`src/inc/spi_fault_pkg.sv`:
```
package spi_fault_pkg;
  // --------------------------------------------------------------------
  // register map, byte addresses
  // --------------------------------------------------------------------
  localparam logic [3:0] CTRL_ADDR   = 4'h0;
  localparam logic [3:0] STATUS_ADDR = 4'h4;
  localparam logic [3:0] DATA_ADDR   = 4'h8;
  // control register fields
  localparam int CTRL_RXIE_BIT = 0;
  localparam int CTRL_MASTER_SELECT_ALT_BIT = 1;
  localparam int CTRL_CPOL_BIT = 2;
  localparam int CTRL_CPHA_BIT = 3;
  localparam int CTRL_TXIE_BIT = 4;
  localparam int CTRL_PE_BIT   = 5;
  localparam logic [5:0] CTRL_RESET = 6'h0a;
  // status and control register fields
  localparam int STAT_RXF_BIT    = 0;
  localparam int STAT_ERROR_IRQ_ENABLE_BIT  = 1;
  localparam int STAT_OVR_BIT    = 2;
  localparam int STAT_MODE_FAULT_FLAG_BIT   = 3;
  localparam int STAT_MODE_FAULT_ENABLE_BIT = 4;
  localparam int STAT_TXE_BIT    = 5;
  localparam int STAT_RATE_LSB   = 6;
  localparam logic [1:0] RATE_RESET = 2'h0;
  // --------------------------------------------------------------------
  // serial timing
  // --------------------------------------------------------------------
  localparam logic [3:0] LAST_EDGE      = 4'hf;
  localparam logic [2:0] OVR_SAMPLE_IDX = 3'h6;
  // --------------------------------------------------------------------
  // bus responses and engine states
  // --------------------------------------------------------------------
  localparam logic [1:0] RESP_OKAY   = 2'h0;
  localparam logic [1:0] RESP_SLVERR = 2'h2;
  typedef enum logic {ST_IDLE, ST_RUN} engState_t;
endpackage

```
`src/design/spi_fault_irq.sv`:
```
// Behaviour
// - master select drives clock and master-out; slave reverses directions
// - fault: slave select rises mid-transfer, or select input goes low while master select is set
// - fault flag sets only with fault enable; disabling keeps current flag
// - master fault clears enable, sets tx empty, clears counter, frees pins
// - phase 0 slave: transfer from select fall to clock idle after bit 8
// - phase 1 slave: transfer from first clock edge with select low
// - phase 0 select/deselect without clock faults; phase 1 does not
// - fault leaves master select unchanged; master select inert when disabled
// - slave fault raises error request only, port stays enabled
// - deselected slave floats master-in and ignores all clock edges
// - fault flag clears by status read then control write, unless fault persists
// - tx empty requests interrupt only with tx enable and port enable
// - rx full requests interrupt with its enable regardless of port enable
// - one error enable gates both overrun and fault flags
// - rx full clears by status read seeing it, then data read
// - only a data register write clears tx empty
// - byte into receive register sets rx full; byte into shifter sets tx empty
// - disabled port holds tx empty, aborts, clears shifter and counter
// - controls and flags other than tx empty survive disable; disabling clears none of them
// - port keeps running in wait mode; enabled requests wake the cpu
// - overrun blocks rx full; clears by status read then data read
// - overrun sets at bit 1 capture when receive data unread; byte dropped
//
// Local design decisions: the AXI4-Lite slave port and the placing of the registers.
`timescale 1ns/10ps
`default_nettype none
module spi_fault_irq
  import spi_fault_pkg::*;
(
  // clock and reset
  input  wire logic       clk,
  input  wire logic       rst,
  // axi4-lite write channels
  input  wire logic [3:0] awaddr,
  input  wire logic       awvalid,
  output var  logic       awready,
  input  wire logic [31:0] wdata,
  input  wire logic [3:0] wstrb,
  input  wire logic       wvalid,
  output var  logic       wready,
  output var  logic [1:0] bresp,
  output var  logic       bvalid,
  input  wire logic       bready,
  // axi4-lite read channels
  input  wire logic [3:0] araddr,
  input  wire logic       arvalid,
  output var  logic       arready,
  output var  logic [31:0] rdata,
  output var  logic [1:0] rresp,
  output var  logic       rvalid,
  input  wire logic       rready,
  // serial pins, output enables active low
  input  wire logic       sckIn,
  output var  logic       sckOut,
  output var  logic       sckOe_n,
  input  wire logic       mosiIn,
  output var  logic       mosiOut,
  output var  logic       mosiOe_n,
  input  wire logic       misoIn,
  output var  logic       misoOut,
  output var  logic       misoOe_n,
  input  wire logic       selectIn_n,
  // requests and pin ownership
  output var  logic       txIrq,
  output var  logic       rxErrIrq,
  output var  logic       wakeReq,
  output var  logic       gpioOwnsPins
);
  // --------------------------------------------------------------------
  // state
  // --------------------------------------------------------------------
  logic       rxIrqEnable, masterSelect, cpol, cpha, txIrqEnable, portEnable;
  logic       errIrqEnable, modeFaultEnable;
  logic [1:0] rateSelect;
  logic       rxFullFlag, overrunFlag, modeFaultFlag, txEmptyFlag;
  logic       armRx, armOvr, armModf;
  logic [7:0] txData, rxData, shTx, shRx;
  logic [3:0] edgeCnt;
  logic [6:0] halfCnt;
  logic       discard, txLoad, rxDone, ovrHit;
  engState_t  state;
  logic       sckM, sckS, sckPrev, mosiM, mosiS, misoM, misoS, ssM, ssS, ssPrev;
  logic [3:0] wrAddr;

  // half serial-clock period in bus cycles for each rate select
  function automatic logic [6:0] halfCycles(input logic [1:0] rate);
    case (rate)
      2'h0:    halfCycles = 7'h01;
      2'h1:    halfCycles = 7'h04;
      2'h2:    halfCycles = 7'h10;
      default: halfCycles = 7'h40;
    endcase
  endfunction

  // --------------------------------------------------------------------
  // bus decode
  // --------------------------------------------------------------------
  logic wrHs, arHs, ctrlWrite, dataWrite, statusRead, dataRead;
  assign wrHs       = awready & awvalid & wvalid;
  assign arHs       = arready & arvalid;
  assign ctrlWrite  = wrHs & (awaddr == CTRL_ADDR) & wstrb[0];
  assign dataWrite  = wrHs & (awaddr == DATA_ADDR) & wstrb[0];
  assign statusRead = arHs & (araddr == STATUS_ADDR);
  assign dataRead   = arHs & (araddr == DATA_ADDR);

  // fault detection and edge classification
  logic masterFault, slaveFault, sckEdge, ssFall, edgeNow, isSample, inBit;
  assign masterFault = portEnable & masterSelect & modeFaultEnable & ~ssS;
  assign slaveFault  = portEnable & ~masterSelect & modeFaultEnable
                       & (state == ST_RUN) & ssS;
  assign sckEdge  = sckS ^ sckPrev;
  assign ssFall   = ssPrev & ~ssS;
  assign edgeNow  = masterSelect ? (state == ST_RUN && halfCnt == 7'h00)
                  : (sckEdge & ~ssS & (state == ST_RUN | cpha));
  assign isSample = (edgeCnt[0] == cpha);
  assign inBit    = masterSelect ? misoS : mosiS;

  // --------------------------------------------------------------------
  // input synchronisers
  // --------------------------------------------------------------------
  always_ff @(posedge clk) begin
    sckM    <= sckIn;
    sckS    <= sckM;
    sckPrev <= sckS;
    mosiM   <= mosiIn;
    mosiS   <= mosiM;
    misoM   <= misoIn;
    misoS   <= misoM;
    ssM     <= selectIn_n;
    ssS     <= ssM;
    ssPrev  <= ssS;
  end

  // --------------------------------------------------------------------
  // axi4-lite slave
  // --------------------------------------------------------------------
  // write: both channels taken together, answer one cycle later
  always_ff @(posedge clk) begin
    if (rst) begin
      awready <= 1'b0;
      wready  <= 1'b0;
      bvalid  <= 1'b0;
      bresp   <= RESP_OKAY;
      wrAddr  <= 4'h0;
    end else begin
      awready <= awvalid & wvalid & ~awready & ~bvalid;
      wready  <= awvalid & wvalid & ~awready & ~bvalid;
      if (wrHs) begin
        bvalid <= 1'b1;
        wrAddr <= awaddr;
        bresp  <= (awaddr == CTRL_ADDR || awaddr == STATUS_ADDR || awaddr == DATA_ADDR)
                  ? RESP_OKAY : RESP_SLVERR;
      end else if (bready) begin
        bvalid <= 1'b0;
      end
    end
  end

  // read: data captured on the address handshake
  always_ff @(posedge clk) begin
    if (rst) begin
      arready <= 1'b0;
      rvalid  <= 1'b0;
      rdata   <= 32'h0;
      rresp   <= RESP_OKAY;
    end else begin
      arready <= arvalid & ~arready & ~rvalid;
      if (arHs) begin
        rvalid <= 1'b1;
        rresp  <= RESP_OKAY;
        rdata  <= 32'h0;
        unique case (araddr)
          CTRL_ADDR:   rdata[5:0] <= {portEnable, txIrqEnable, cpha, cpol,
                                      masterSelect, rxIrqEnable};
          STATUS_ADDR: rdata[7:0] <= {rateSelect, txEmptyFlag, modeFaultEnable,
                                      modeFaultFlag, overrunFlag, errIrqEnable, rxFullFlag};
          DATA_ADDR:   rdata[7:0] <= rxData;
          default:     rresp      <= RESP_SLVERR;
        endcase
      end else if (rready) begin
        rvalid <= 1'b0;
      end
    end
  end

  // --------------------------------------------------------------------
  // control bits, kept through disable
  // --------------------------------------------------------------------
  always_ff @(posedge clk) begin
    if (rst) begin
      {portEnable, txIrqEnable, cpha, cpol, masterSelect, rxIrqEnable} <= CTRL_RESET;
      errIrqEnable    <= 1'b0;
      modeFaultEnable <= 1'b0;
      rateSelect      <= RATE_RESET;
    end else begin
      if (ctrlWrite) begin
        rxIrqEnable  <= wdata[CTRL_RXIE_BIT];
        masterSelect <= wdata[CTRL_MASTER_SELECT_ALT_BIT];
        cpol         <= wdata[CTRL_CPOL_BIT];
        cpha         <= wdata[CTRL_CPHA_BIT];
        txIrqEnable  <= wdata[CTRL_TXIE_BIT];
        portEnable   <= wdata[CTRL_PE_BIT];
      end
      if (wrHs && awaddr == STATUS_ADDR && wstrb[0]) begin
        errIrqEnable    <= wdata[STAT_ERROR_IRQ_ENABLE_BIT];
        modeFaultEnable <= wdata[STAT_MODE_FAULT_ENABLE_BIT];
        rateSelect      <= wdata[STAT_RATE_LSB +: 2];
      end
      // master fault drops the enable but not master select
      if (masterFault) portEnable <= 1'b0;
    end
  end

  // --------------------------------------------------------------------
  // shift engine
  // --------------------------------------------------------------------
  always_ff @(posedge clk) begin
    txLoad <= 1'b0;
    rxDone <= 1'b0;
    ovrHit <= 1'b0;
    if (rst || !portEnable || masterFault) begin
      // abort, clear shifter and bit counter
      state   <= ST_IDLE;
      edgeCnt <= 4'h0;
      shTx    <= 8'h00;
      shRx    <= 8'h00;
      halfCnt <= 7'h00;
      discard <= 1'b0;
      sckOut  <= rst ? 1'b0 : cpol;
    end else begin
      if (masterSelect) begin
        if (state == ST_IDLE) begin
          sckOut <= cpol;
          if (!txEmptyFlag) begin
            shTx    <= txData;
            txLoad  <= 1'b1;
            state   <= ST_RUN;
            halfCnt <= halfCycles(rateSelect) - 7'h01;
          end
        end else if (halfCnt == 7'h00) begin
          halfCnt <= halfCycles(rateSelect) - 7'h01;
          sckOut  <= ~sckOut;
        end else begin
          halfCnt <= halfCnt - 7'h01;
        end
      end else if (ssS) begin
        // deselected slave drops any partial byte
        state   <= ST_IDLE;
        edgeCnt <= 4'h0;
        discard <= 1'b0;
      end else if (state == ST_IDLE && ((!cpha && ssFall) || (cpha && sckEdge))) begin
        state <= ST_RUN;
      end
      // slave reloads its shifter only between transfers
      if (!masterSelect && state == ST_IDLE && !txEmptyFlag && !edgeNow) begin
        shTx   <= txData;
        txLoad <= 1'b1;
      end
      if (edgeNow) begin
        if (isSample) begin
          shRx <= {shRx[6:0], inBit};
          if (edgeCnt[3:1] == OVR_SAMPLE_IDX && rxFullFlag) begin
            ovrHit  <= 1'b1;
            discard <= 1'b1;
          end
        end else if (!(cpha && edgeCnt == 4'h0)) begin
          shTx <= {shTx[6:0], 1'b0};
        end
        edgeCnt <= edgeCnt + 4'h1;
        if (edgeCnt == LAST_EDGE) begin
          // clock back at idle after the eighth bit
          state   <= ST_IDLE;
          discard <= 1'b0;
          rxDone  <= ~discard & ~overrunFlag;
        end
      end
    end
  end

  // --------------------------------------------------------------------
  // status flags and clearing sequences
  // --------------------------------------------------------------------
  always_ff @(posedge clk) begin
    if (rst) begin
      rxFullFlag    <= 1'b0;
      overrunFlag   <= 1'b0;
      modeFaultFlag <= 1'b0;
      txEmptyFlag   <= 1'b1;
      armRx         <= 1'b0;
      armOvr        <= 1'b0;
      armModf       <= 1'b0;
      rxData        <= 8'h00;
      txData        <= 8'h00;
    end else begin
      // a status read arms each clear with what it saw
      if (statusRead) begin
        armRx   <= rxFullFlag;
        armOvr  <= overrunFlag;
        armModf <= modeFaultFlag;
      end else begin
        if (dataRead) armRx <= 1'b0;
        if (dataRead) armOvr <= 1'b0;
        if (ctrlWrite) armModf <= 1'b0;
      end
      if (rxDone) begin
        rxFullFlag <= 1'b1;
        rxData     <= shRx;
      end else if (dataRead && armRx) begin
        rxFullFlag <= 1'b0;
      end
      if (ovrHit) overrunFlag <= 1'b1;
      else if (dataRead && armOvr) overrunFlag <= 1'b0;
      // set wins over the clear, so a lasting fault keeps the flag
      if (masterFault || slaveFault) modeFaultFlag <= 1'b1;
      else if (ctrlWrite && armModf) modeFaultFlag <= 1'b0;
      if (dataWrite) txData <= wdata[7:0];
      if (!portEnable || txLoad || masterFault) txEmptyFlag <= 1'b1;
      else if (dataWrite) txEmptyFlag <= 1'b0;
    end
  end

  // --------------------------------------------------------------------
  // pins and requests
  // --------------------------------------------------------------------
  // pin direction follows master select only while enabled
  always_ff @(posedge clk) begin
    if (rst) begin
      sckOe_n      <= 1'b1;
      mosiOe_n     <= 1'b1;
      misoOe_n     <= 1'b1;
      mosiOut      <= 1'b0;
      misoOut      <= 1'b0;
      gpioOwnsPins <= 1'b1;
    end else begin
      sckOe_n      <= ~(portEnable & masterSelect);
      mosiOe_n     <= ~(portEnable & masterSelect);
      misoOe_n     <= ~(portEnable & ~masterSelect & ~ssS);
      mosiOut      <= shTx[7];
      misoOut      <= shTx[7];
      gpioOwnsPins <= ~portEnable;
    end
  end

  // requests run in wait mode too; any one wakes the cpu
  always_ff @(posedge clk) begin
    if (rst) begin
      txIrq    <= 1'b0;
      rxErrIrq <= 1'b0;
      wakeReq  <= 1'b0;
    end else begin
      txIrq    <= txEmptyFlag & txIrqEnable & portEnable;
      rxErrIrq <= (rxFullFlag & rxIrqEnable)
                  | (errIrqEnable & (overrunFlag | modeFaultFlag));
      wakeReq  <= (txEmptyFlag & txIrqEnable & portEnable) | (rxFullFlag & rxIrqEnable)
                  | (errIrqEnable & (overrunFlag | modeFaultFlag));
    end
  end
endmodule
`default_nettype wire

```
`config.mk`:
```
export PLATFORM = sky130hd
export DESIGN_NAME = spi_fault_irq
export DESIGN_NICKNAME = d
export VERILOG_FILES = /design/src/inc/spi_fault_pkg.sv /design/src/design/spi_fault_irq.sv
export SDC_FILE = /design/constraint.sdc
export NUM_CORES = 1
export LEC_CHECK = 0
export BUFFER_PORTS_ARGS = -buffer_cell sky130_fd_sc_hd__buf_2
export CORE_UTILIZATION = 31
export DETAILED_ROUTE_END_ITERATION = 12
export PLACE_DENSITY = 0.51
export SYNTH_ARGS = -nofsm -noshare
export SYNTH_HDL_FRONTEND = slang
export SYNTH_SLANG_ARGS = --single-unit
```
`constraint.sdc`:
```
create_clock -name clk -period 2.2 [get_ports clk]
set_input_delay 0.11 -clock clk [delete_from_list [all_inputs] [get_ports clk]]
set_output_delay 0.11 -clock clk [all_outputs]
set_load 0.02 [all_outputs]
```
# Word level (Yosys, flattened, before mapping)
# Index checks and enable logic that the tools add are counted.
# classes
mux	65
addsub	4
reduce_logical	50
bitwise	52
eq_ne	12
# op_table
cell	n
2-to-1 mux 7 bit	11
2-to-1 mux 8 bit	7
2-to-1 mux 1 bit	39
AND 1 bit	30
case mux 7 bit (3 select lines)	1
subtractor 7 x 1 -> 7 bit (second input constant)	3
case mux 6 bit (3 select lines)	1
nonzero test 2 bit	9
NOT 1 bit	16
logical AND 1 bit	14
equality test 4 bit (second input constant)	3
logical NOT 4 bit	3
2-to-1 mux 4 bit	3
OR reduction 3 bit	3
equality test 4 x 3 -> 1 bit (second input constant)	2
logical OR 1 bit	8
AND reduction 2 bit	4
logical NOT 7 bit	1
logical NOT 1 bit	5
OR 1 bit	5
adder 4 x 1 -> 4 bit (second input constant)	1
2-to-1 mux 2 bit	2
!= test 2 x 1 -> 1 bit (second input constant)	2
case mux 2 bit (2 select lines)	1
other kinds (8)	9
# totals
elab_cells	235
in_bits	55
register_bits	99
out_inout_bits	51

# Depth between registers and ports, before layout
# depth
ltp_word	10
depth_mapped	8
mapped_depth_nobuf	6

# Worst setup path before layout
# OpenSTA, ideal clock, no wires.
# synth_path
kind	register -> register
start	register halfCnt[3]
end	register shTx[1]
path_buffers	2
setup_time_ns	0.134
stages_incl_launch_ff	7
required_ns	2.066
path_slack_ns	0.278
synth_period_minus_slack_ns	1.922
arrival_time_ns	1.788
cell_sequence	dfxtp_1 > or4_4 > or3_1 > buf_6 > buf_2 > a211oi_1 > a211oi_1
# synth_via
elab_chain_len	9
# synth_rtl
element	line	text
from (decl)	spi_fault_irq.sv:80	logic [6:0] halfCnt;
from (signal assigned)	spi_fault_irq.sv:239	halfCnt <= halfCycles(rateSelect) - 7'h01;
from (signal assigned)	spi_fault_irq.sv:242	halfCnt <= halfCycles(rateSelect) - 7'h01;
from (signal assigned)	spi_fault_irq.sv:245	halfCnt <= halfCnt - 7'h01;
logical NOT 7 bit *	spi_fault_irq.sv:114	assign edgeNow = masterSelect ? (state == ST_RUN && halfCnt == 7'h00)
logical AND 1 bit *	spi_fault_irq.sv:114	
2-to-1 mux 1 bit *	spi_fault_irq.sv:114	
logical NOT 1 bit	spi_fault_irq.sv:256	if (!masterSelect && state == ST_IDLE && !txEmptyFlag && !edgeNow) begin
logical AND 1 bit	spi_fault_irq.sv:256	
2-to-1 mux 8 bit	spi_fault_irq.sv:256	
2-to-1 mux 8 bit	spi_fault_irq.sv:267	end else if (!(cpha && edgeCnt == 4'h0)) begin
2-to-1 mux 8 bit	spi_fault_irq.sv:261	if (isSample) begin
2-to-1 mux 8 bit *	spi_fault_irq.sv:260	if (edgeNow) begin
to (signal assigned)	spi_fault_irq.sv:236	shTx <= txData;
to (signal assigned)	spi_fault_irq.sv:257	shTx <= txData;
to (signal assigned)	spi_fault_irq.sv:268	shTx <= {shTx[6:0], 1'b0};
to (decl)	spi_fault_irq.sv:78	logic [7:0] txData, rxData, shTx, shRx;
# Every way passes the cells marked *; elsewhere a longest branch is shown, timed or not.
# A chain may end at the register's enable or synchronous reset.

# Final worst setup path
# layout_path
start	register halfCnt[3]
end	register shTx[4]
# Same word-level chain as after synthesis.

==> flow_summary_export.csv <==
group,metric,value,unit
sta,worstMarginPinSlew,0.6556,ns
power,pwr-share-seq,0.492,
run_status,status,"finished, final reports clean",
sta,fin_crit,2.097,ns
clock_network,clk_latency,0.35,ns
finish,regArea,1952,um^2
yosys,avgSynthCellArea,9.532,um^2
yosys,synth_cell_types,59,
sta,max_slew_margin,0.5600,
sta,fmaxAchievable,476.8,MHz
die,num_rows,42,
placement,gp_congestion,0.8140,
routing,dr.pass1.iters,4,
routing,drt_iter0_drc,167,
power,vdd_drop_max,0.3222,mV
worst_setup_path,worstPathMaxFanout,12,
power,leakage,2.046,nW
global_route,grt_max_degree,50,
clock_network,post-cts-setup-buffers,0,
yosys,synth_top_cells_by_count,"dfxtp_1 (96), mux2i_1 (48), nor2_1 (45), buf_4 (29), nand2_1 (27)",
finish,diodes,0,
global_route,grt_overflow,0,
power,p_clk_frac,0.467,
routing,avgRoutedWirePerCell,14.04,um
finish,syn_to_final_growth,17.96,%
sta,hold_violations,0,
power,power_switching,0.0007997,W
finish,drive_gt1_frac,0.1838,
clock_network,h-tree-depth,3,
placement,port_buffers,52,
yosys,yosysTopAreaCellShare,0.4551,
routing,finalWirelength,9577,um
power,switching_share,0.2208,
worst_setup_path,critPathRequiredTime,2.46,ns
yosys,yosysMostFrequentCell,"dfxtp_1",
routing,dr_total_vias,3262,
finish,nNetsFinal,560,
yosys,synth_edf_count,1,
sta,period_share,0.9534,
routing,ant_nets,0,
routing,viasPerCell,4.783,
yosys,synthCells,443,
yosys,async_flop_share,0,
placement,hpwl,6977,um
die,die_y,118.7,um
clock_network,cts_buffer_depth,2,
yosys,yosys-top-cells-area,"dfxtp_1 (46%), mux2i_1 (11%), buf_4 (5.2%)",
clock_network,numCtsBuffers,9,
global_route,antenna_found_initial,0,
worst_setup_path,critical_path_class,"reg2reg",
yosys,ys_ff_latch,97,
placement,dpl-instance-area,4601,um^2
die,core,13240,um^2
worst_setup_path,setup.worst_path.end_class,"flip-flop",
sta,rsz0062_at_grt,"false",
clock_network,root_buffer,"clkbuf_16",
finish,finalInstanceArea,4981,um^2
global_route,grt_usage,0.1415,
die,fp.dieArea,14090,um^2
finish,n_fill_cell,1338,
die,ios,106,
yosys,synth_flop_cell,"dfxtp_1",
sta,setup-violations-final,0,
sta,setup_tns,0,ns
yosys,synth_top_area_cell,"dfxtp_1",
min_path,min_path_type,"in2reg",
routing,drc,0,
global_route,grt_pass1_vias,3087,
yosys,yosysWarnings,0,
yosys,syn_area,4223,um^2
power,p_int,0.002821,W
yosys,ys_seq_area_frac,0.4622,
run,max_cap_viol_count,0,
worst_setup_path,cp.arrival,2.35,ns
global_route,grt_pass1_wl,15500,um
sta,clock_skew,0.008557,ns
clock_network,clkTransAtPathRegs,0.07,ns
die,die_x,118.7,um
power,powerDensity,727.0,nW/um^2
clock_network,clkSinkCount,97,
power,comb_power_share,0.041,
worst_setup_path,start_kind,"flip-flop",
finish,multi_input_area,2007,um^2
die,start_util,0.3189,
clock_network,cts_tree,"yes",
sta,drv_slew,0,
==> flip-flops by register name, indices dropped and copies added, names as in the netlist, 2 cells and up <==
register,flops
rdata,8
rateSelect,2
shRx,8
halfCnt,7
txData,8
edgeCnt,4
rxData,8
shTx,8
==> metal layers <==
metal | global-route usage | vias to the layer above | share of wire
met5 | 0 | - | 0
met1 | 0.1785 | 1526 | 0.49
li1 | - | 1643 | -
met4 | 0.04272 | 0 | 0.011
met2 | 0.2303 | 83 | 0.45
met3 | 0.04344 | 10 | 0.043
==> power groups by stage <==
stage | logic, W | registers (W) | clock network, W
final | 0.000148 | 0.00178 | 0.00169
after global routing | 0.000161 | 0.00178 | 0.00181
after CTS | 0.000148 | 0.00178 | 0.00174
after detailed placement | 0.000140 | 0.00182 | 0
after global placement | 0.000140 | 0.00182 | 0
after floorplan | 0.000123 | 0.00182 | 0
==> logic make-up (layout without fill, tap and decap cells) <==
kind of cell,after synthesis,after routing,synth area share
AOI/OAI and AO/OA,85,85,0.1476
xor gates and xnor gates,3,3,0.006223
adders and majority gates,4,4,0.01185
buffers and inverters,64,102,0.08474
DFF,97,97,0.4622
muxes,50,50,0.1191
other,1,26,0.0008880
and+or+nand+nor,139,139,0.1674
==> final timing paths <==
check             startpoint       endpoint  slack [ns]  cells after the start
hold / removal      wdata[6]  rateSelect[0]        0.02                      3
setup reg to reg  halfCnt[3]        shTx[4]        0.10                      5
setup / recovery  halfCnt[3]        shTx[4]        0.10                      5
hold reg to reg        mosiM          mosiS        0.33                      0
==> cell usage in the layout, fill, tap and decap left out, types with 6 or more instances in the layout <==
| master | n |
|---|---|
| a22oi_1 | 8 |
| inv_1 | 13 |
| dlygate4sd3_1 | 6 |
| nand2_1 | 27 |
| clkbuf_16 | 9 |
| a21oi_1 | 14 |
| conb_1 | 26 |
| o21ai_0 | 11 |
| mux2i_1 | 48 |
| buf_4 | 15 |
| dfxtp_1 | 96 |
| nor2_1 | 45 |
| nand3_1 | 10 |
| or3_1 | 6 |
| a211oi_1 | 20 |
| nand2b_1 | 6 |
| nor2b_1 | 7 |
| o2bb2ai_1 | 6 |
| buf_2 | 52 |
==> repair_timing <==
item	in CTS	in global routing
endpoints found under the hold margin	5	0
resized for setup	0	0
hold buffers	6	0
==> final cells by class <==
class                      count  share of cell area
sequential                    97              0.3919
clock buffer                  10             0.04597
timing repair buffer          73             0.08691
inverter                      13            0.009797
multi-input combinational    307              0.4029
tap                          176             0.04421
clock inverter                 6             0.01834
==> through the flow <==
| stage | instances | setup WS (ns) | total power, W | hold WS, ns | utilization |
|---|---|---|---|---|---|
| 3_3_place_gp | 660 | 0.1683 | 0.001960 | 0.2145 | 0.3474 |
| 5_1_grt | 682 | 0.009604 | 0.003753 | 0.01831 | 0.3761 |
| 2_1_floorplan | 468 | 0.2778 | 0.001948 | 0.1377 | - |
| 4_1_cts | 682 | 0.1041 | 0.003670 | 0.009263 | 0.3761 |
| 6_report | 682 | 0.1026 | 0.003621 | 0.02227 | 0.3761 |
| 3_5_place_dp | 660 | 0.1158 | 0.001960 | 0.2136 | 0.3474 |
==> critical path: stages (launching register included) <==
cell	delay, ns
dfxtp_1	0.36
or4_4	0.54
or3_1	0.43
buf_4	0.21
a21o_4	0.26
a211oi_1	0.21
(Power assumes the default switching activity.)
